$ cat config.mk
export PLATFORM = sky130hd
export DESIGN_NAME = ecs_cmd
export DESIGN_NICKNAME = d
export VERILOG_FILES = /design/src/ecs_pkg.sv /design/src/ecs_cmd.sv
export VERILOG_INCLUDE_DIRS = /design/src
export SDC_FILE = /design/constraint.sdc
export NUM_CORES = 1
export LEC_CHECK = 0
export ABC_AREA = 1
export BUFFER_PORTS_ARGS = -buffer_cell sky130_fd_sc_hd__buf_2
export CAP_MARGIN = 20
export CORE_UTILIZATION = 55
export DETAILED_ROUTE_END_ITERATION = 12
export PLACE_DENSITY = 0.83
export SLEW_MARGIN = 20
export SYNTH_ARGS = -nofsm -noshare
export SYNTH_HDL_FRONTEND = slang
export SYNTH_SLANG_ARGS = --single-unit
$ cat constraint.sdc
create_clock -name clk_i -period 12.7 [get_ports clk_i]
set_clock_uncertainty 0.15 [all_clocks]
set_input_delay 2.54 -clock clk_i [delete_from_list [all_inputs] [get_ports clk_i]]
set_output_delay 2.54 -clock clk_i [all_outputs]
set_load 0.03 [all_outputs]
$ cat src/ecs_map.svh
// command codes, field positions and reset values of the command slice
// Behaviour
// - status query codes D0h-DFh pick control OUT, IN, endpoints 1-14; return one byte
// - the status query changes no status bit and no interrupt bit
// - returned image byte mirrors the endpoint status register bit for bit
// - bit 7 reads one while the endpoint is stalled
// - bit 6 secondary buffer full, bit 5 primary buffer full
// - bit 4 gives next expected data toggle, 0 DATA0, 1 DATA1
// - bit 3 sets when a new setup overwrites unacknowledged, unstalled setup data
// - bit 2 reads one while the buffer holds a setup packet
// - bit 1 shows the buffer assigned to processor access
// - acknowledge setup code F4h is taken with no data phase
// - a setup packet blocks validate and clear on both control endpoints
// - function and scratch register written with B2h, read with B3h, two bytes
// - function and scratch register is sixteen bits, read-write, reset zero
// - writing one to bit 15 turns the DMA function on
// - bits 12-8 and 7-0 hold scratch data returned unchanged
// - ordinary status read 50h-5Fh clears that endpoint's interrupt bit
// - a setup token unstalls a stalled control endpoint
`ifndef ECS_MAP_SVH
`define ECS_MAP_SVH

`define ECS_GRP_STALL      4'h4
`define ECS_GRP_STATUS     4'h5
`define ECS_GRP_VALIDATE   4'h6
`define ECS_GRP_CLEAR      4'h7
`define ECS_GRP_UNSTALL    4'h8
`define ECS_GRP_QUERY      4'hD
`define ECS_CMD_SETUP_ACK  8'hF4
`define ECS_CMD_SCR_WRITE  8'hB2
`define ECS_CMD_SCR_READ   8'hB3
`define ECS_EP_CTRL_OUT    4'h0
`define ECS_EP_CTRL_IN     4'h1
`define ECS_DMA_ON_BIT     15
`define ECS_SCR_RESET      16'h0000
`define ECS_BYTE_RESET     8'h00
`define ECS_IDX_FIRST      1'b0
`define ECS_IDX_SECOND     1'b1

`endif

$ cat src/ecs_pkg.sv
// types shared by the endpoint status, setup and scratch command slice
package ecs_pkg;

	typedef enum logic [2:0] {
		ECS_IDLE  = 3'b001,
		ECS_WRITE = 3'b010,
		ECS_READ  = 3'b100
	} ecs_state_t;

	// one status image byte, msb first
	typedef struct packed {
		logic stall_flag;
		logic secondary_buffer_full;
		logic primary_buffer_full;
		logic next_data_toggle;
		logic setup_replaced_flag;
		logic setup_packet_held;
		logic processor_buffer_select;
		logic unused;
	} ecs_ep_status_t;

	// parallel host port pins, as seen after synchronisation
	typedef struct packed {
		logic       cmd_sel;
		logic       wr_b;
		logic       rd_b;
		logic [7:0] data;
	} ecs_host_pins_t;

endpackage : ecs_pkg

$ cat src/ecs_cmd.sv
// command decoder for endpoint status, setup acknowledge and scratch
`timescale 1ns/1ns
`include "ecs_map.svh"

module ecs_cmd #(
	parameter int NUM_EP = 16
) (
	input  wire logic                   clk_i,         // 100 MHz clock
	input  wire logic                   rst_b_i,       // async reset, low
	input  wire ecs_pkg::ecs_host_pins_t host_i,       // host port pins
	output logic [7:0]                  data_o,        // read data to pins
	output logic                        data_oe_o,     // drive data pins
	input  wire logic [NUM_EP-1:0]      full1_i,       // secondary full
	input  wire logic [NUM_EP-1:0]      full0_i,       // primary full
	input  wire logic [NUM_EP-1:0]      toggle_i,      // next data toggle
	input  wire logic [NUM_EP-1:0]      setup_held_i,  // setup in buffer
	input  wire logic [NUM_EP-1:0]      buf_select_i,  // cpu buffer select
	input  wire logic [NUM_EP-1:0]      ep_event_i,    // endpoint events
	input  wire logic                   setup_rx_i,    // setup token pulse
	input  wire logic                   setup_done_i,  // setup data written
	output logic [NUM_EP-1:0]           ep_irq_o,      // interrupt bits
	output logic [NUM_EP-1:0]           stall_o,       // stalled endpoints
	output logic                        validate_o,    // validate pulse
	output logic                        clear_o,       // clear pulse
	output logic [3:0]                  buf_ep_o,      // buffer cmd target
	output logic                        setup_ack_o,   // setup ack pulse
	output logic                        setup_block_o, // ctrl cmds blocked
	output logic                        dma_on_o       // dma function on
);
	import ecs_pkg::*;

	// ----------------------------------------------------------------
	// parameter check
	// ----------------------------------------------------------------
	// sixteen command codes per group address exactly sixteen endpoints
	if (NUM_EP != 16) begin : g_bad_ep
		$error("ecs_cmd serves exactly sixteen endpoints");
	end

	// ----------------------------------------------------------------
	// reset release
	// ----------------------------------------------------------------
	logic rst_ff1;
	logic rst_b;

	always_ff @(posedge clk_i or negedge rst_b_i) begin
		if (!rst_b_i) begin
			rst_ff1 <= 1'b0;
			rst_b   <= 1'b0;
		end else begin
			rst_ff1 <= 1'b1;
			rst_b   <= rst_ff1;
		end
	end

	// ----------------------------------------------------------------
	// host pin synchronisers
	// ----------------------------------------------------------------
	localparam ecs_host_pins_t PINS_IDLE = '{
		cmd_sel : 1'b0,
		wr_b    : 1'b1,
		rd_b    : 1'b1,
		data    : `ECS_BYTE_RESET
	};

	ecs_host_pins_t pin_s1;
	ecs_host_pins_t pin_s2;
	ecs_host_pins_t pin_prev;

	always_ff @(posedge clk_i or negedge rst_b) begin
		if (!rst_b) begin
			pin_s1   <= PINS_IDLE;
			pin_s2   <= PINS_IDLE;
			pin_prev <= PINS_IDLE;
		end else begin
			pin_s1   <= host_i;
			pin_s2   <= pin_s1;
			pin_prev <= pin_s2;
		end
	end

	// a byte is taken on the release of the strobe, when data is settled
	logic wr_done;
	logic rd_done;
	logic cmd_wr;
	logic dat_wr;

	assign wr_done = pin_s2.wr_b && !pin_prev.wr_b;
	assign rd_done = pin_s2.rd_b && !pin_prev.rd_b;
	assign cmd_wr  = wr_done && pin_s2.cmd_sel;
	assign dat_wr  = wr_done && !pin_s2.cmd_sel;

	// ----------------------------------------------------------------
	// command decode
	// ----------------------------------------------------------------
	logic [3:0] grp;
	logic [3:0] ep;
	logic       ep_ctrl;
	logic       is_status;
	logic       is_query;
	logic       is_stall;
	logic       is_unstall;
	logic       is_valid;
	logic       is_clear;
	logic       is_ack;
	logic       is_scr_wr;
	logic       is_scr_rd;
	logic       setup_block;

	assign grp     = pin_s2.data[7:4];
	assign ep      = pin_s2.data[3:0];
	assign ep_ctrl = (ep == `ECS_EP_CTRL_OUT) || (ep == `ECS_EP_CTRL_IN);

	assign is_status  = cmd_wr && (grp == `ECS_GRP_STATUS);
	assign is_query   = cmd_wr && (grp == `ECS_GRP_QUERY);
	assign is_stall   = cmd_wr && (grp == `ECS_GRP_STALL);
	assign is_unstall = cmd_wr && (grp == `ECS_GRP_UNSTALL);
	// validate has no control OUT code, clear has no control IN code
	assign is_valid   = cmd_wr && (grp == `ECS_GRP_VALIDATE)
	                    && (ep != `ECS_EP_CTRL_OUT);
	assign is_clear   = cmd_wr && (grp == `ECS_GRP_CLEAR)
	                    && (ep != `ECS_EP_CTRL_IN);
	assign is_ack     = cmd_wr && (pin_s2.data == `ECS_CMD_SETUP_ACK);
	assign is_scr_wr  = cmd_wr && (pin_s2.data == `ECS_CMD_SCR_WRITE);
	assign is_scr_rd  = cmd_wr && (pin_s2.data == `ECS_CMD_SCR_READ);

	// ----------------------------------------------------------------
	// per endpoint flags and status image
	// ----------------------------------------------------------------
	logic           [NUM_EP-1:0] stall;
	logic           [NUM_EP-1:0] irq;
	logic           [NUM_EP-1:0] replaced;
	logic                        setup_pending;
	ecs_ep_status_t              image [NUM_EP];

	for (genvar e = 0; e < NUM_EP; e++) begin : g_ep
		logic hit;
		logic ctrl;

		assign hit  = (ep == 4'(e));
		assign ctrl = (e == 0) || (e == 1);

		// a stall command wins over an unstall by a setup token
		always_ff @(posedge clk_i or negedge rst_b) begin
			if (!rst_b) begin
				stall[e] <= 1'b0;
			end else if (is_stall && hit) begin
				stall[e] <= 1'b1;
			end else if (is_unstall && hit) begin
				stall[e] <= 1'b0;
			end else if (ctrl && setup_rx_i) begin
				stall[e] <= 1'b0;
			end
		end

		// event set wins over the clear by a status read
		always_ff @(posedge clk_i or negedge rst_b) begin
			if (!rst_b) begin
				irq[e] <= 1'b0;
			end else if (ep_event_i[e]) begin
				irq[e] <= 1'b1;
			end else if (is_status && hit) begin
				irq[e] <= 1'b0;
			end
		end

		// only the control endpoints can see setup data replaced
		always_ff @(posedge clk_i or negedge rst_b) begin
			if (!rst_b) begin
				replaced[e] <= 1'b0;
			end else if (ctrl && setup_rx_i && setup_pending) begin
				replaced[e] <= 1'b1;
			end else if (is_status && hit && setup_done_i) begin
				replaced[e] <= 1'b0;
			end
		end

		always_comb begin
			image[e].stall_flag              = stall[e];
			image[e].secondary_buffer_full   = full1_i[e];
			image[e].primary_buffer_full     = full0_i[e];
			image[e].next_data_toggle        = toggle_i[e];
			image[e].setup_replaced_flag     = replaced[e];
			image[e].setup_packet_held       = setup_held_i[e];
			image[e].processor_buffer_select = buf_select_i[e];
			image[e].unused                  = 1'b0;
		end
	end

	// setup data stays open to setup_replaced_flag until acknowledged or stalled
	always_ff @(posedge clk_i or negedge rst_b) begin
		if (!rst_b) begin
			setup_pending <= 1'b0;
		end else if (setup_rx_i) begin
			setup_pending <= 1'b1;
		end else if (is_ack || (is_stall && ep_ctrl)) begin
			setup_pending <= 1'b0;
		end
	end

	// a fresh setup wins over an acknowledge in the same cycle
	always_ff @(posedge clk_i or negedge rst_b) begin
		if (!rst_b) begin
			setup_block <= 1'b0;
		end else if (setup_rx_i) begin
			setup_block <= 1'b1;
		end else if (is_ack) begin
			setup_block <= 1'b0;
		end
	end

	// ----------------------------------------------------------------
	// buffer command and acknowledge pulses
	// ----------------------------------------------------------------
	logic buf_blocked;

	assign buf_blocked = setup_block && ep_ctrl;

	always_ff @(posedge clk_i or negedge rst_b) begin
		if (!rst_b) begin
			validate_o  <= 1'b0;
			clear_o     <= 1'b0;
			buf_ep_o    <= `ECS_EP_CTRL_OUT;
			setup_ack_o <= 1'b0;
		end else begin
			validate_o  <= is_valid && !buf_blocked;
			clear_o     <= is_clear && !buf_blocked;
			setup_ack_o <= is_ack;
			if (is_valid || is_clear) begin
				buf_ep_o <= ep;
			end
		end
	end

	// ----------------------------------------------------------------
	// transfer sequencer
	// ----------------------------------------------------------------
	ecs_state_t state;
	ecs_state_t next_state;
	logic       idx;
	logic       last_idx;
	logic [7:0] low_hold;
	logic [15:0] scratch;

	// a command byte always aborts any transfer in progress
	always_comb begin
		next_state = state;
		case (state)
			ECS_IDLE: begin
				next_state = ECS_IDLE;
			end
			ECS_WRITE: begin
				if (dat_wr && idx == `ECS_IDX_SECOND) begin
					next_state = ECS_IDLE;
				end
			end
			ECS_READ: begin
				if (rd_done && idx == last_idx) begin
					next_state = ECS_IDLE;
				end
			end
			default: begin
				next_state = ECS_IDLE;
			end
		endcase
		if (is_scr_wr) begin
			next_state = ECS_WRITE;
		end else if (is_scr_rd || is_status || is_query) begin
			next_state = ECS_READ;
		end else if (cmd_wr) begin
			next_state = ECS_IDLE;
		end
	end

	always_ff @(posedge clk_i or negedge rst_b) begin
		if (!rst_b) begin
			state <= ECS_IDLE;
		end else begin
			state <= next_state;
		end
	end

	always_ff @(posedge clk_i or negedge rst_b) begin
		if (!rst_b) begin
			idx      <= `ECS_IDX_FIRST;
			last_idx <= `ECS_IDX_FIRST;
		end else if (cmd_wr) begin
			idx      <= `ECS_IDX_FIRST;
			last_idx <= is_scr_rd ? `ECS_IDX_SECOND : `ECS_IDX_FIRST;
		end else if ((state == ECS_WRITE && dat_wr)
		             || (state == ECS_READ && rd_done)) begin
			idx <= !idx;
		end
	end

	// ----------------------------------------------------------------
	// function and scratch register
	// ----------------------------------------------------------------
	// low byte is held back so a half-written word never steers the dma
	always_ff @(posedge clk_i or negedge rst_b) begin
		if (!rst_b) begin
			low_hold <= `ECS_BYTE_RESET;
			scratch  <= `ECS_SCR_RESET;
		end else if (state == ECS_WRITE && dat_wr) begin
			if (idx == `ECS_IDX_FIRST) begin
				low_hold <= pin_s2.data;
			end else begin
				scratch <= {pin_s2.data, low_hold};
			end
		end
	end

	always_ff @(posedge clk_i or negedge rst_b) begin
		if (!rst_b) begin
			dma_on_o <= 1'b0;
		end else if (state == ECS_WRITE && dat_wr
		             && idx == `ECS_IDX_SECOND) begin
			dma_on_o <= pin_s2.data[`ECS_DMA_ON_BIT-8];
		end
	end

	// ----------------------------------------------------------------
	// read data path
	// ----------------------------------------------------------------
	// the query image is captured at decode; nothing else is touched
	always_ff @(posedge clk_i or negedge rst_b) begin
		if (!rst_b) begin
			data_o <= `ECS_BYTE_RESET;
		end else if (is_status || is_query) begin
			data_o <= image[ep];
		end else if (is_scr_rd) begin
			data_o <= scratch[7:0];
		end else if (state == ECS_READ && rd_done
		             && idx == `ECS_IDX_FIRST && last_idx) begin
			data_o <= scratch[15:8];
		end
	end

	always_ff @(posedge clk_i or negedge rst_b) begin
		if (!rst_b) begin
			data_oe_o <= 1'b0;
		end else begin
			data_oe_o <= (state == ECS_READ) && !pin_s2.rd_b
			             && !pin_s2.cmd_sel;
		end
	end

	// ----------------------------------------------------------------
	// flag outputs
	// ----------------------------------------------------------------
	always_ff @(posedge clk_i or negedge rst_b) begin
		if (!rst_b) begin
			ep_irq_o      <= '0;
			stall_o       <= '0;
			setup_block_o <= 1'b0;
		end else begin
			ep_irq_o      <= irq;
			stall_o       <= stall;
			setup_block_o <= setup_block;
		end
	end

endmodule : ecs_cmd

Word level (Yosys, flattened, before mapping)
Cells that the tools add are included.
- bits in registers: 141
- output and inout bits: 50
- word-level logic and storage cells: 319
- input bits: 111
- equal/unequal tests: 30
- mux-type cells: 88
- bitwise gates (word level): 2
- order comparisons: 1
- reductions and logical operators: 135
- operators with widths (operator ; number):
    logical AND 1 bit ; 79
    2-to-1 mux 1 bit ; 76
    nonzero test 2 bit ; 35
    == test 4 bit, second input constant ; 10
    2-to-1 mux 8 bit ; 5
    binary-select mux 8 bit (select 4 bit) ; 1
    == test 4 x 3 -> 1 bit, second input constant ; 8
    == test 8 bit, second input constant ; 3
    2-to-1 mux 3 bit ; 5
    != test 5 bit, second input constant ; 2
    nonzero test 3 bit ; 3
    == test 4 x 2 -> 1 bit, second input constant ; 2
    logical OR 1 bit ; 7
    zero test 1 bit ; 6
    case mux 3 bit (2 select lines) ; 1
    AND reduction 2 bit ; 3
    greater-or-equal comparator 5 bit, second input constant ; 1
    inverter 4 -> 5 bit ; 1
    == test 4 x 1 -> 1 bit, second input constant ; 1
    zero test 4 bit ; 1
    != test 4 x 1 -> 1 bit, second input constant ; 1
    nonzero test 4 bit ; 1
    == test 3 x 2 -> 1 bit, second input constant ; 1
    == test 3 bit, second input constant ; 1
    2 further kinds ; 2

Logic depth before layout (Yosys ltp)
- depth after elaboration: 9
- mapped depth: 11
- gate-level depth less buffers: 10

Worst setup path before layout
Ideal clock, no wire load.
- path type: input to register
- from: input port full1_i[7]
- to: register data_o[6]
- path buffers: 0
- data required time: 12.427 ns
- path slack: 9.434 ns
- data arrival time: 2.993 ns
- library setup time: 0.123 ns
- stages on the path: 8
- cell sequence: nand2_1 nand2_1 nand2_1 nand2_1 nand2_1 nand2_1 o21ai_0 nand2_1
- word-level cells in the longest chain between the ends: 4
- RTL lines (item ; RTL line ; text):
    from (decl) ; ecs_cmd.sv:13 ; input wire logic [NUM_EP-1:0] full1_i,
    binary-select mux 8 bit (select 4 bit) ; ecs_cmd.sv:330 ; data_o <= image[ep];
    2-to-1 mux 8 bit (implied by the code) (2 in a row) ; ecs_cmd.sv:330 ;
    2-to-1 mux 8 bit ; ecs_cmd.sv:329 ; end else if (is_status || is_query) begin
    to (signal assigned) ; ecs_cmd.sv:328 ; data_o <= `ECS_BYTE_RESET;
    to (signal assigned) ; ecs_cmd.sv:330 ;
    to (signal assigned) ; ecs_cmd.sv:332 ; data_o <= scratch[7:0];
    to (decl) ; ecs_cmd.sv:11 ; output logic [7:0] data_o,
No other way between the ends. The select of a mux whose other input is x is not followed.
A chain may end at the register's enable or synchronous reset.

Worst setup path in the final report
- from: register data_o[6]
- to: output port data_o[6]
No word-level cell between the ends.

==> flow_summary.ini <==
[setup_path]
setup.worst_path.start = data_o[6]$_DFFE_PN0P_
worstSetupPathType = reg -> out
worst_setup_path_endpoint = data_o[6]
required_ns = 10.01
crit_path_end_kind = output pin
r2r_end = irq[2]$_DFFE_PN0P_
timing.critical_path.cells = buf_2
cpLargestDelayFamily = flip-flops
worstSetupStartpointType = register
cp.buffers_inverters = 1
critical-path-max-stage-delay_ns = 0.38
worst-path-stages = 1
critical_path.slowest_cell = dfrtp_1
worst-r2r-cell-count = 7
regToRegSetupSlack_ns = 9.52
critical_path.max_fanout = 2
r2r_start = ep[1]$_DFF_PN0_
worst-endpoint-arrival_ns = 1.01

[cells_and_area]
regArea_mm2 = 0.00352
fin_nets = 1053
multi_input_comb_area_mm2 = 0.00230
final.fill_count = 885
diodes = 0
area_growth_syn_to_layout_pct = 23.0
fraction_of_layout_cells_with_a_size_suffix_above_1_pct = 23.8
layout.cell_area.non_filler_mm2 = 0.00769

[yosys]
synthXorXnorAreaFrac_pct = 0
yosys-mux-area-fraction_pct = 0
synthesized_net_count = 898
synth-adder-area-share_pct = 0
synth-seq-cells = 140
yosysTopAreaCell = dfrtp_1
yosys_warn_count = 0
ys_seq_area_share_pct = 56.2
synth_top_cells_by_area = dfrtp_1 53%, nand2_1 22%, o21ai_0 4.4%, inv_1 4.4%, nor2_1 3.1%
synth_simple_gate_area_share_pct = 30.4
synth_top_cell_area_share_pct = 53.2
post_synth_num_cell_types = 31
number_of_instances_in_the_synthesized_netlist = 787
synth_top_family_by_area = simple AND/OR/NAND/NOR gates
synth_compound_gate_area_share_pct = 6.38
syn_area_per_cell_um2 = 7.94
post_synth_instance_area_mm2 = 0.00625

[power]
ir_drop_uv = 111
pwr_density_cell_mw_per_mm2 = 138
leakage_nw = 4.21

[global_route]
globalRouteMet2Util_pct = 45.8
grt_pass1_vias = 5131
globalRouteOverflowTotal = 0
gr-usage-met1_pct = 35.3
largest_net_degree_at_the_start_of_global_routing = 83
globalRouteMet3Util_pct = 5.86
global_route.peak_usage_layer = met2
antenna_found_initial = 0
first_pass_grt_wire_length_um = 24400
global_route.usage.total_pct = 27.5

[sta]
total_negative_setup_slacks_ns = 0
timing_worst_slew_pin_value_ns = 1.11
final_min_period_over_clock_period_pct = 29.1
tightest_slew_margin_relative_to_the_limit_pct = 26.2
final-hold-violation-count = 0
grt_setup_unrepaired = no
fmax_mhz = 270
finalMaxSlewViolations = 0
finalCriticalPeriod_ns = 3.70
final_setup_vio_count = 0

[clocking]
postCtsSetupBuffers = 0
cts_made_buffers = 17
cts.sinks = 140
cts_tree = done
root_buffer = clkbuf_16
cts-hold-fix-buffers = 0
cts.repair.resized = 0
cts.path.max_buffers = 2
clkSlewWorstSetupHoldPaths_ns = 0.06
clock_latency_ns = 0.41
clock_tree.htree_level_count = 4

[run_status]
status = finished, final reports clean

[job]
timing.max_cap.violations = 0

[routing]
routed_wire_length_per_instance_um = 14.1
vias = 5513
drc_errors = 0
dr.pass1.iters = 8
dr.first_iter.drc_count = 478
drtAntennaViolNets = 0
route.detailed.vias_per_inst = 5.03
routed_wl_um = 15500

[floorplanning]
die_area_mm2 = 0.0118
boundaryPins = 161
start_util_pct = 57.2
coreArea_mm2 = 0.0109
die_height_um = 109
chipWidth_um = 109
placementRows = 38

[placement]
hpwlAfterDp_um = 10400
numPortBuffers = 160
routabilityCongestion = 0.887
postPlaceCellArea_mm2 = 0.00711

[worst_hold_path]
min-delay-path-class = reg -> reg
-- placed cells by master, fill, tap and decap left out, types with 7 or more instances in the layout --
cell type / count
buf_2: 160
nand2_1: 371
nor2_1: 52
dfstp_2: 7
a21oi_1: 13
nand3_1: 11
nand4_1: 8
o21ai_0: 55
clkbuf_16: 17
inv_1: 73
dfrtp_1: 132
-- final cells by class --
cell class | count | area share (%)
tap | 140 | 2.28
timing repair buffer | 162 | 10.6
sequential | 140 | 45.7
inverter | 79 | 3.86
clock inverter | 13 | 1.69
multi-input combinational | 542 | 30.0
clock buffer | 19 | 5.89
-- sequential cells by signal, indices dropped and copies added (netlist names), 2 cells and up --
signal,cells
image,18
ep_irq_o,16
irq,16
stall_o,16
scratch,15
pin_s1,11
data_o,8
low_hold,8
buf_ep_o,4
ep,4
grp,4
pin_s2,3
state,3
pin_prev,2
-- cells in the mapped netlist --
cell type	instances
inv_1	73
nand3_1	11
buf_6	2
clkbuf_2	1
nand3_2	1
nand2_2	5
nor2_4	5
nor4_4	1
dfrtp_1	133
nor2_1	52
o211ai_1	2
conb_1	1
nand4_1	8
o21ai_1	4
nor3_2	2
a21oi_1	13
nor3_1	3
buf_4	2
nand3_4	1
o21ai_0	55
nand3b_1	1
nand2_1	371
buf_1	1
nor2_2	2
nor3_4	1
a21o_1	2
buf_2	15
dfstp_2	7
o21ai_2	1
clkbuf_1	5
inv_2	6
-- per-stage QoR --
step | cells | power, mW | setup slack (ns) | hold WS, ns | utilization (%)
2_1_floorplan | 787 | 0.548 | 8.37 | 0.181 | -
3_3_place_gp | 1063 | 0.588 | 9.14 | 0.182 | 65.0
3_5_place_dp | 1063 | 0.589 | 9.11 | 0.185 | 65.0
4_1_cts | 1095 | 1.07 | 8.98 | 0.199 | 70.3
5_1_grt | 1095 | 1.10 | 8.96 | 0.206 | 70.3
6_report | 1095 | 1.06 | 9.00 | 0.197 | 70.3
-- how the worst min path moves through the flow --
stage / cells past startpoint / from / to
3_5_place_dp: 0 / pin_s1[5]$_DFF_PN0_ / grp[1]$_DFF_PN0_
4_1_cts: 0 / pin_s1[5]$_DFF_PN0_ / grp[1]$_DFF_PN0_
3_3_place_gp: 0 / pin_s1[1]$_DFF_PN0_ / ep[1]$_DFF_PN0_
6_report: 0 / pin_s1[10]$_DFF_PN0_ / pin_s2[10]$_DFF_PN0_
5_1_grt: 0 / pin_s1[1]$_DFF_PN0_ / ep[1]$_DFF_PN0_
2_1_floorplan: 0 / pin_s1[0]$_DFF_PN0_ / ep[0]$_DFF_PN0_
-- kinds of logic after synthesis --
logic type             Yosys count
other                            1
AND/OR/NAND/NOR                464
buffers and inverters          105
flip-flops                     140
AO/OA/AOI/OAI                   77
-- power by group --
part           internal (mW)  switching (mW)  total, mW
registers              0.462          0.0137      0.475
logic                 0.0360          0.0701      0.106
clock network          0.284           0.197      0.481
total                  0.782           0.281       1.06
-- per-layer routing --
| layer | vias up | wire, um |
|---|---|---|
| li1 | 2719 | - |
| met1 | 2492 | 6280 |
| met2 | 270 | 7540 |
| met3 | 32 | 1320 |
| met4 | 0 | 348 |
| met5 | - | 0 |
Power figures use the tool's default switching activity.
